## src/hw/lcdts_defines.vh

```
// Constants for the LCD display-timing master/slave block.
// Assumes inclusion by bare name; definitions only.
`ifndef LCDTS_DEFINES_VH
`define LCDTS_DEFINES_VH

// ----------------------------------------------------------------------
// APB register offsets (byte addresses)
// ----------------------------------------------------------------------
`define LCDTS_CTRL_OFS      12'h000
`define LCDTS_STATUS_OFS    12'h004
`define LCDTS_DIV_OFS       12'h008
`define LCDTS_LINES_OFS     12'h00c
`define LCDTS_POS_OFS       12'h010

// ----------------------------------------------------------------------
// Control field positions and reset values
// ----------------------------------------------------------------------
`define LCDTS_CTRL_DISP_ON  0
`define LCDTS_CTRL_STATIC   1
`define LCDTS_CTRL_RST      32'h00000000
`define LCDTS_DIV_RST       16'h0008
`define LCDTS_LINES_RST     7'h40

// ----------------------------------------------------------------------
// Timing: simulated reference-clock period in ns (bench display-clock link is 80 ns)
// ----------------------------------------------------------------------
`define LCDTS_CLK_PERIOD_NS 4
`define LCDTS_SYNC_STAGES   2

`endif

```

## src/hw/lcdts_sync.v

```verilog
// Two-flop synchroniser for a vector of pin inputs.
// Assumes inputs are asynchronous to ref_clk_i.
`timescale 1ns/10ps
`default_nettype none
module lcdts_sync #(
    parameter W = 1
) (
    input  wire         ref_clk_i,
    input  wire         rst_i,
    input  wire [W-1:0] async_i,
    output reg  [W-1:0] sync_o
);
    reg [W-1:0] meta_q;

    always @(posedge ref_clk_i) begin
        if (rst_i) begin
            meta_q <= {W{1'b0}};
            sync_o <= {W{1'b0}};
        end else begin
            meta_q <= async_i;
            sync_o <= meta_q;
        end
    end
endmodule // lcdts_sync
`default_nettype wire

```

## src/hw/lcdts_top.v

```verilog
// Display-timing master/slave core of a dot-matrix LCD driver.
// Assumes straps are stable pins; shared pins resolve externally from _oe.
//
// Behaviour
// - Strap high: internal oscillator times master display
// - Strap low: time display from clock pin
// - Master drives frame and blanking; clock only with oscillator
// - Slave takes timing from master, generates none
// - Clock pin is timing clock input, output in oscillator master
// - Frame polarity output in master, input slave
// - Blanking pin output in master, input slave
// - Static drive only when indicator on, master
// - Resistor strap honoured only in master mode
// - Power-mode strap honoured only in master mode
// - Commons zero to sixty-three, identical both roles
// - Segments zero to one hundred thirty-one
// - Both indicator commons carry same waveform
`timescale 1ns/10ps
`default_nettype none
`include "lcdts_defines.vh"
module lcdts_top #(
    parameter NCOM = 64,
    parameter NSEG = 132
) (
    input  wire            ref_clk_i,
    input  wire            rst_i,
    input  wire            osc_select_strap_i,
    input  wire            master_strap_i,
    input  wire            resistor_select_strap_i,
    input  wire            power_mode_n_i,
    input  wire            display_clock_pin_i,
    output reg             display_clock_pin_o,
    output reg             display_clock_pin_oe_o,
    input  wire            frame_polarity_signal_i,
    output reg             frame_polarity_signal_o,
    output reg             frame_polarity_signal_oe_o,
    input  wire            display_blank_n_i,
    output reg             display_blank_n_o,
    output reg             display_blank_n_oe_o,
    output reg             static_drive_out_o,
    output reg             int_resistor_en_o,
    output reg             high_power_en_o,
    output reg  [NCOM-1:0] common_outputs_o,
    output reg  [NSEG-1:0] segment_outputs_o,
    output reg  [1:0]      indicator_common_out_o,
    input  wire            psel,
    input  wire            penable,
    input  wire            pwrite,
    input  wire [11:0]     paddr,
    input  wire [31:0]     pwdata,
    output reg  [31:0]     prdata,
    output reg             pready,
    output reg             pslverr
);
    // ------------------------------------------------------------------
    // Pin synchronisers
    // ------------------------------------------------------------------
    wire [6:0] pins_s;
    lcdts_sync #(.W(7)) u_sync (
        .ref_clk_i (ref_clk_i),
        .rst_i     (rst_i),
        .async_i   ({osc_select_strap_i, master_strap_i, resistor_select_strap_i,
                     power_mode_n_i, display_clock_pin_i,
                     frame_polarity_signal_i, display_blank_n_i}),
        .sync_o    (pins_s)
    );
    wire osc_sel    = pins_s[6];
    wire master     = pins_s[5];
    wire irs_s      = pins_s[4];
    wire hpm_n_s    = pins_s[3];
    wire clk_pin_s  = pins_s[2];
    wire fr_in_s    = pins_s[1];
    wire blank_in_s = pins_s[0];

    // ------------------------------------------------------------------
    // Registers
    // ------------------------------------------------------------------
    reg [31:0] ctrl_q;
    reg [15:0] div_q;
    reg [6:0]  lines_q;
    reg [15:0] osc_cnt_q;
    reg        osc_q;
    reg        clk_prev_q;
    reg        fr_prev_q;
    reg [6:0]  line_q;
    reg        fr_q;

    function is_addr;
        input [11:0] a;
        input [11:0] ofs;
        begin
            is_addr = (a == ofs);
        end
    endfunction

    wire apb_wr = psel & penable & pwrite;
    wire mapped = is_addr(paddr, `LCDTS_CTRL_OFS) | is_addr(paddr, `LCDTS_STATUS_OFS)
                | is_addr(paddr, `LCDTS_DIV_OFS) | is_addr(paddr, `LCDTS_LINES_OFS)
                | is_addr(paddr, `LCDTS_POS_OFS);

    // ------------------------------------------------------------------
    // APB slave: zero wait states, error on unmapped address
    // ------------------------------------------------------------------
    always @(posedge ref_clk_i) begin
        if (rst_i) begin
            ctrl_q  <= `LCDTS_CTRL_RST;
            div_q   <= `LCDTS_DIV_RST;
            lines_q <= `LCDTS_LINES_RST;
            prdata  <= 32'h00000000;
            pready  <= 1'b0;
            pslverr <= 1'b0;
        end else begin
            pready  <= psel & ~penable;
            pslverr <= psel & ~penable & ~mapped;
            if (apb_wr & pready) begin
                if (is_addr(paddr, `LCDTS_CTRL_OFS))
                    ctrl_q <= {30'h00000000, pwdata[1:0]};
                if (is_addr(paddr, `LCDTS_DIV_OFS) && pwdata[15:0] != 16'h0000)
                    div_q <= pwdata[15:0];
                if (is_addr(paddr, `LCDTS_LINES_OFS) && pwdata[6:0] != 7'h00)
                    lines_q <= pwdata[6:0];
            end
            if (psel & ~penable & ~pwrite) begin
                if (is_addr(paddr, `LCDTS_CTRL_OFS))
                    prdata <= ctrl_q;
                else if (is_addr(paddr, `LCDTS_STATUS_OFS))
                    prdata <= {25'h0000000, osc_q, fr_q, display_blank_n_o, hpm_n_s,
                               irs_s, osc_sel, master};
                else if (is_addr(paddr, `LCDTS_DIV_OFS))
                    prdata <= {16'h0000, div_q};
                else if (is_addr(paddr, `LCDTS_LINES_OFS))
                    prdata <= {25'h0000000, lines_q};
                else if (is_addr(paddr, `LCDTS_POS_OFS))
                    prdata <= {24'h000000, fr_q, line_q};
                else
                    prdata <= 32'h00000000;
            end
        end
    end

    // ------------------------------------------------------------------
    // Internal oscillator, halted while the strap selects the pin
    // ------------------------------------------------------------------
    always @(posedge ref_clk_i) begin
        if (rst_i || !osc_sel) begin
            osc_cnt_q <= 16'h0000;
            osc_q     <= 1'b0;
        end else if (osc_cnt_q >= div_q - 16'h0001) begin
            osc_cnt_q <= 16'h0000;
            osc_q     <= ~osc_q;
        end else begin
            osc_cnt_q <= osc_cnt_q + 16'h0001;
        end
    end

    // Slave always follows the pin; a master uses it only if strapped external
    wire use_pin   = ~master | ~osc_sel;
    wire clk_src   = use_pin ? clk_pin_s : osc_q;
    wire clk_rise  = clk_src & ~clk_prev_q;
    wire fr_edge   = fr_in_s ^ fr_prev_q;
    wire last_line = (line_q == lines_q - 7'h01);

    // ------------------------------------------------------------------
    // Line and frame sequencing
    // ------------------------------------------------------------------
    always @(posedge ref_clk_i) begin
        if (rst_i) begin
            clk_prev_q <= 1'b0;
            fr_prev_q  <= 1'b0;
            line_q     <= 7'h00;
            fr_q       <= 1'b0;
        end else begin
            clk_prev_q <= clk_src;
            fr_prev_q  <= fr_in_s;
            if (master) begin
                if (clk_rise) begin
                    line_q <= last_line ? 7'h00 : line_q + 7'h01;
                    if (last_line)
                        fr_q <= ~fr_q;
                end
            end else begin
                fr_q <= fr_in_s;
                if (fr_edge)
                    line_q <= 7'h00;
                else if (clk_rise)
                    line_q <= last_line ? 7'h00 : line_q + 7'h01;
            end
        end
    end

    // ------------------------------------------------------------------
    // Shared timing pins and master-only straps
    // ------------------------------------------------------------------
    wire blank_n = master ? ctrl_q[`LCDTS_CTRL_DISP_ON] : blank_in_s;
    always @(posedge ref_clk_i) begin
        if (rst_i) begin
            display_clock_pin_o        <= 1'b0;
            display_clock_pin_oe_o     <= 1'b0;
            frame_polarity_signal_o    <= 1'b0;
            frame_polarity_signal_oe_o <= 1'b0;
            display_blank_n_o          <= 1'b0;
            display_blank_n_oe_o       <= 1'b0;
            static_drive_out_o         <= 1'b0;
            int_resistor_en_o          <= 1'b0;
            high_power_en_o            <= 1'b0;
        end else begin
            // Master with own oscillator shares its clock on the tied pin
            display_clock_pin_o        <= osc_q;
            display_clock_pin_oe_o     <= master & osc_sel;
            frame_polarity_signal_o    <= fr_q;
            frame_polarity_signal_oe_o <= master;
            display_blank_n_o          <= blank_n;
            display_blank_n_oe_o       <= master;
            static_drive_out_o         <= master & ctrl_q[`LCDTS_CTRL_STATIC] & fr_q;
            int_resistor_en_o          <= master & irs_s;
            high_power_en_o            <= master & ~hpm_n_s;
        end
    end

    // ------------------------------------------------------------------
    // Common and segment drive: one-hot scan, polarity from frame signal
    // ------------------------------------------------------------------
    // Segments carry no RAM data here, so no column counter is kept
    genvar gi;
    generate
        for (gi = 0; gi < NCOM; gi = gi + 1) begin : g_com
            always @(posedge ref_clk_i) begin
                if (rst_i)
                    common_outputs_o[gi] <= 1'b0;
                else
                    common_outputs_o[gi] <= blank_n & ((line_q == gi) ^ fr_q);
            end
        end
        for (gi = 0; gi < NSEG; gi = gi + 1) begin : g_seg
            always @(posedge ref_clk_i) begin
                if (rst_i)
                    segment_outputs_o[gi] <= 1'b0;
                else
                    segment_outputs_o[gi] <= blank_n & fr_q;
            end
        end
    endgenerate

    // Indicator common is slot line_q == lines_q, one past the last scan slot, mirrored on both pins
    always @(posedge ref_clk_i) begin
        if (rst_i)
            indicator_common_out_o <= 2'b00;
        else
            indicator_common_out_o <= {2{blank_n & ((line_q == lines_q) ^ fr_q)}};
    end
endmodule // lcdts_top
`default_nettype wire

```

## config.mk

```make
export PLATFORM = sky130hd
export DESIGN_NAME = lcdts_top
export DESIGN_NICKNAME = d
export VERILOG_FILES = /design/src/hw/lcdts_sync.v /design/src/hw/lcdts_top.v
export VERILOG_INCLUDE_DIRS = /design/src /design/src/hw
export SDC_FILE = /design/constraint.sdc
export NUM_CORES = 1
export LEC_CHECK = 0
export BUFFER_PORTS_ARGS = -buffer_cell sky130_fd_sc_hd__buf_2
export CAP_MARGIN = 20
export CORE_MARGIN = 5
export CORE_UTILIZATION = 50
export CTS_CLUSTER_DIAMETER = 200
export DETAILED_ROUTE_END_ITERATION = 7
export GPL_TIMING_DRIVEN = 1
export PLACE_DENSITY = 0.88
export SYNTH_ARGS = -nofsm -noshare
export SYNTH_HDL_FRONTEND = slang
export SYNTH_SLANG_ARGS = --single-unit
export TNS_END_PERCENT = 1
```

## constraint.sdc

```tcl
create_clock -name ref_clk_i -period 3.6 [get_ports ref_clk_i]
set_clock_uncertainty 0.15 [all_clocks]
set_input_delay 0.36 -clock ref_clk_i [delete_from_list [all_inputs] [get_ports ref_clk_i]]
set_output_delay 0.36 -clock ref_clk_i [all_outputs]
set_load 0.05 [all_outputs]
```

; Word-level counts from Yosys, hierarchy flattened
; Cells that the tools add are included.
[word_totals]
regBits = 174
latch_bits = 0
mem_bits_rw = 0
rom_bits = 0
inputBits = 56
out_inout_bits = 241
wordCells = 349
n_memories = 0
[op_classes]
n_addsub = 4
mul = 0
n_div = 0
order_cmp = 1
n_eq_ne = 71
n_shift = 0
muxes = 14
n_bitwise = 158
reduce_logical = 13
[op_table]
columns = op, n
row1 = 7-bit by 6-bit equality test with 1-bit output (second input constant), 32
row2 = 7-bit by 5-bit equality test with 1-bit output (second input constant), 16
row3 = 1-bit bitwise AND, 78
row4 = 1-bit bitwise XOR, 66
row5 = 7-bit by 4-bit equality test with 1-bit output (second input constant), 8
row6 = 16-bit two-way mux, 3
row7 = 7-bit by 3-bit equality test with 1-bit output (second input constant), 4
row8 = 7-bit two-way mux, 4
row9 = 12-bit by 4-bit equality test with 1-bit output (second input constant), 2
row10 = 16-bit by 1-bit adder with 16-bit output (second input constant), 1
row11 = 16-bit greater-or-equal comparator, 1
row12 = 8-bit two-way mux, 2
row13 = 16-bit nonzero test, 1
row14 = 16-bit by 1-bit subtractor with 16-bit output (second input constant), 1
row15 = 7-bit by 2-bit equality test with 1-bit output (second input constant), 2
row16 = 7-bit equality test, 2
row17 = 12-bit by 3-bit equality test with 1-bit output (second input constant), 1
row18 = 12-bit by 5-bit equality test with 1-bit output (second input constant), 1
row19 = 12-bit logical NOT, 1
row20 = 1-bit inverter, 9
row21 = 2-bit AND reduction, 4
row22 = 7-bit by 1-bit adder with 7-bit output (second input constant), 1
row23 = 7-bit by 1-bit equality test with 1-bit output (second input constant), 1
row24 = 7-bit logical NOT, 1
row25 = other kinds (9), 19

; Longest topological paths before layout
[depth]
ltp_word = 7
ltp_mapped = 13

; Hierarchy
; A second synthesis with hierarchy kept.
[hier_totals]
cells_unflattened = 994
hier_area_um2 = 8257.9
[modules_own_cells]
columns = module, n_inst, cells_per_inst, area_each_um2
row1 = lcdts_top, 1, 965, 7850.0
row2 = lcdts_sync, 1, 29, 407.9

; Worst setup path before layout
; OpenSTA, ideal clock, no wires.
[synth_path]
path_type = register -> output
startpoint = register, netlist name segment_outputs_o[115]
endpoint = output segment_outputs_o[100]
t_arrival_ns = 3.242
required_ns = 3.090
setup_slack_ns = -0.152
stages_incl_launch_ff = 2
n_path_buf = 1
cell_sequence = dfxtp_1 buf_4
[synth_rtl]
columns = item, line_no
row1 = end: declaration, lcdts_top.v:44  ; output reg [NSEG-1:0] segment_outputs_o,

; Final worst setup path
[layout_path]
startpoint = register div_q[2]
endpoint = register osc_cnt_q[10]
[layout_via]
elab_chain_cells = 3
[layout_rtl]
columns = item, line_no
row1 = start: declaration, lcdts_top.v:79  ; reg [15:0] div_q;
row2 = start signal: assignment, lcdts_top.v:107  ; div_q <= `LCDTS_DIV_RST;
row3 = start signal: assignment, lcdts_top.v:119  ; div_q <= pwdata[15:0];
row4 = 16-bit by 1-bit subtractor with 16-bit output, lcdts_top.v:148  ; end else if (osc_cnt_q >= div_q - 16'h0001) begin
row5 = 16-bit greater-or-equal comparator, lcdts_top.v:148
row6 = 2-bit OR reduction (no line), n/a
row7 = end signal: assignment, lcdts_top.v:152  ; osc_cnt_q <= osc_cnt_q + 16'h0001;
row8 = end: declaration, lcdts_top.v:81  ; reg [15:0] osc_cnt_q;
; Every way passes these cells.
; A chain may end at the register's enable or synchronous reset.

==> results by group <==
CTS
  • CTS Root Cell: sky130_fd_sc_hd__clkbuf_16
  • Clock latency at the later pin of the worst-skew pair: 0.43 ns
  • CTS tree: done
  • Number of H-tree levels: 4
  • Reg clk slew, reported paths: about 0.06 ns
  • TritonCTS buffer count: 17
  • Clock sinks: approximately 160
  • Number of buffers between clock root and the deepest sink: 2
  • Total setup buffers inserted after CTS: 0

Critical path
  • Highest-delay cell along the critical path: sky130_fd_sc_hd__or3_1
  • Most repeated library cell on the critical path: sky130_fd_sc_hd__nor2_1
  • Series of cell instances along the critical path: or3_1, nor2_1, nand2_1, nor4_1, xnor2_1, ha_1, a21oi_1, o21ai_0, a211o_1, a211oi_2, o21ai_2, buf_4, nor2_1
  • Worst Setup End Kind: flip-flop
  • Startpoint-to-endpoint class of the critical path: reg -> reg
  • Worst-path maximum fanout: 11
  • Data arrival time of the critical path: around 3.5 ns
  • Peak per-stage delay on the critical path: 0.41 ns
  • Kind of launch point of the worst setup path: flip-flop
  • Required time at the endpoint of the critical path: about 3.8 ns
  • Reg-to-reg slack, setup: 0.35 ns

Detailed routing
  • Overall routed net length: 19,170 microns
  • WL/cell: 14.76 microns
  • Vias after detailed routing: ~6.7k
  • Antenna Nets Post-Route: 0
  • DRC violation count after routing: 0
  • Routed via count divided by cell count: around 5.2
  • Iteration-0 DRC Markers: 666
  • Iteration count of the initial detailed-routing pass: 6

Power
  • Leakage power of the design: 4.158 nW
  • Tot Pwr: 0.003853 W
  • PwrDens: 417.6 nW/um^2
  • Worst VDD drop: 0.3733 mV

Cells and area
  • Leading cell types in the layout, fill and taps excluded: sky130_fd_sc_hd__buf_2, sky130_fd_sc_hd__dfxtp_1, sky130_fd_sc_hd__nor2_1, sky130_fd_sc_hd__a21oi_1, sky130_fd_sc_hd__o21ai_0
  • Footprint of the multi-input gates: 3656 sq um
  • Fill cell instance count of the final layout: 1,367
  • Final standard cell area without fillers: around 9000 sq um
  • Sequential cell area in the final layout: 3166 sq um
  • Most frequent standard cell in the layout excluding fill and tap cells: sky130_fd_sc_hd__buf_2
  • Layout cell share with drive strength beyond 1: 29.73%
  • Ant. Diodes: 0
  • Count of nets after finishing: roughly 1.1k
  • Synth-to-layout area growth: 12.79%

Floorplan
  • Die area: between 15,000 and 20,000 sq um
  • Standard-cell row count: 46
  • Num ports: 297
  • Starting density of the core: 51.31%
  • Die boundary width: between 100 and 150 microns
  • Vertical extent of the die: between 100 and 150 microns
  • Placeable core region: 15,940 sq um

Status
  • Result of the run: finished, final reports clean

Timing
  • Setup repair after global routing missed its margin: false
  • Max Clock Freq: 0.3077 GHz
  • Final worst path period share: 90.28%
  • Shortest clock period the worst path allows after layout: 3.250 ns
  • Max-slew violation total from the final report: 0
  • Sum Neg Setup Slack: 0 ns
  • Setup violation total in the final timing report: 0
  • Transition at the pin with the smallest max-transition slack: 0.8911 ns
  • Worst rel slew slack: 40.41%
  • Hold Violations, Final: 0

GRT
  • Wire length of the first global-routing pass: 29,190 microns
  • Via count of the first global-routing pass: 5,954
  • Antenna violations before repair: 0
  • Global-route usage over all layers: 19.00%
  • Total gr overflow: 0
  • Largest net degree at the start of global routing: 131

Synth
  • Largest family of logic cells by synthesized area: simple AND/OR/NAND/NOR gates
  • EDFF count, synth: 0
  • Share of synthesized cell area in full adder, half adder and majority cells: under 10%
  • Proportion of synthesized flip-flops having asynchronous set or reset: 0%
  • Post-Synth Simple-Gate Area: 17.99%
  • Cell area after technology mapping: 8180 sq um
  • Post-synthesis xor/xnor area fraction: 5.246%
  • Cells after Synth: 962
  • Sequential-to-total area share from yosys stat: 38.67%
  • Mean Syn Cell Area: approximately 8.5 sq um
  • Total of flip-flops plus latches after synthesis: 158
  • Top FF cell, synth: sky130_fd_sc_hd__dfxtp_1
  • Share of synthesized area spent on multiplexers: 3.610%
  • Count of warnings emitted by yosys: 0
  • Complex-gate fraction of the synthesized area: 13.49%
  • Number of library cell types mapped by synthesis: 52

Run
  • Max-cap check violation count: 0

Placed design
  • Instance area at placement: ~8500 sq um
  • Final HPWL DP: 13,340 microns
  • Count of input and output buffers: 264
  • Placer congestion estimate: 0.8718

Hold path
  • Path type of the worst min-delay path: in -> reg
==> path summary, 6_finish.rpt <==
check / startpoint / end / cells after the start
max: div_q[2] / osc_cnt_q[10] / 13
min: display_clock_pin_i / u_sync.meta_q[2] / 2
max reg2reg: div_q[2] / osc_cnt_q[10] / 13
min reg2reg: u_sync.meta_q[0] / u_sync.sync_o[0] / 1
==> worst max-delay path: cells and delay by family, from the launching register on <==
kind	cells	cell delay [ns]
adders and majority gates	1	0.27
xor gates and xnor gates	1	0.16
AOI/OAI and AO/OA	5	0.96
buffers and inverters	1	0.22
DFF	1	0.36
and+or+nand+nor	5	1.06
==> area by class of cell <==
cell class / instances / share of cell area, %
inverters: 17 / 0.6916
well taps: 216 / 2.929
repair buffers: 279 / 15.70
clock buffers: 18 / 4.760
flip-flops and latches: 158 / 34.31
multi-input cells: 597 / 39.63
clock inverters: 14 / 1.980
==> power by group <==
part,total (W),internal (W),switching (W)
Sequential,0.00177,0.00176,0.00000916
Combinational,0.000204,0.0000530,0.000151
Clock,0.00188,0.00112,0.000755
==> cell usage after synthesis, types with 3 or more instances <==
library cell / n / area [sq um]
sky130_fd_sc_hd__clkbuf_1: 50 / 187.7
sky130_fd_sc_hd__nand4_1: 7 / 43.79
sky130_fd_sc_hd__dfxtp_1: 158 / 3163
sky130_fd_sc_hd__nor3_1: 11 / 55.05
sky130_fd_sc_hd__nor2b_1: 25 / 156.4
sky130_fd_sc_hd__a211o_1: 4 / 35.03
sky130_fd_sc_hd__nor4_1: 6 / 37.54
sky130_fd_sc_hd__xnor2_1: 26 / 227.7
sky130_fd_sc_hd__or3_1: 68 / 425.4
sky130_fd_sc_hd__nand2_1: 38 / 142.6
sky130_fd_sc_hd__nand2b_1: 4 / 25.02
sky130_fd_sc_hd__nor2_1: 83 / 311.6
sky130_fd_sc_hd__buf_4: 149 / 1119
sky130_fd_sc_hd__ha_1: 23 / 287.8
sky130_fd_sc_hd__inv_1: 17 / 63.81
sky130_fd_sc_hd__mux2i_1: 25 / 250.2
sky130_fd_sc_hd__xor2_1: 23 / 201.4
sky130_fd_sc_hd__and2_1: 5 / 31.28
sky130_fd_sc_hd__and3_1: 6 / 37.54
sky130_fd_sc_hd__nand3_1: 17 / 85.08
sky130_fd_sc_hd__mux2_2: 4 / 45.04
sky130_fd_sc_hd__a211oi_1: 3 / 22.52
sky130_fd_sc_hd__a21oi_1: 82 / 410.4
sky130_fd_sc_hd__o21ai_0: 76 / 380.4
sky130_fd_sc_hd__a22oi_1: 19 / 142.6
==> kinds of logic after synthesis <==
kind of cell / after synthesis
mux: 29
flops: 158
xor+xnor: 49
fa+ha+maj: 23
other cells: 1
compound gates: 198
simple gates: 282
buf+inv: 222
==> layer usage <==
layer  global-route usage, %  vias up  share of wire [%]
met1                   25.16     3074                 42
met5                       0        -                  0
met3                   5.370       24                 10
met2                   30.45      319                 47
li1                        -     3331                  -
met4                   5.324        0                1.3
==> repair_timing <==
action	in CTS	in global routing
endpoints found under the setup margin	0	11
endpoints found under the hold margin	6	0
hold buffers	6	0
resized for setup	0	2
==> flip-flops by register name (all words and copies together) (netlist names), 2 cells and up <==
signal and cells:
osc_cnt_q 16, line_q 7, u_sync.sync_o 7, lines_q 7
common_outputs_o 64, u_sync.meta_q 7, ctrl_q 2, prdata 16
div_q 16
==> through the flow <==
| step | utilization, % | worst slack [ns] | hold WS, ns | std cells |
|---|---|---|---|---|
| after global routing | 57.87 | 0.07064 | 0.04681 | 1299 |
| after detailed placement | 53.49 | 0.02256 | 0.2769 | 1260 |
| after CTS | 57.77 | 0.002740 | 0.02870 | 1298 |
| after floorplan | - | 0.5464 | 0.2382 | 977 |
| after global placement | 53.49 | 0.1788 | 0.2698 | 1260 |
| final | 57.87 | 0.3500 | 0.02140 | 1299 |
No activity file was read; power rests on OpenSTA's default activity.
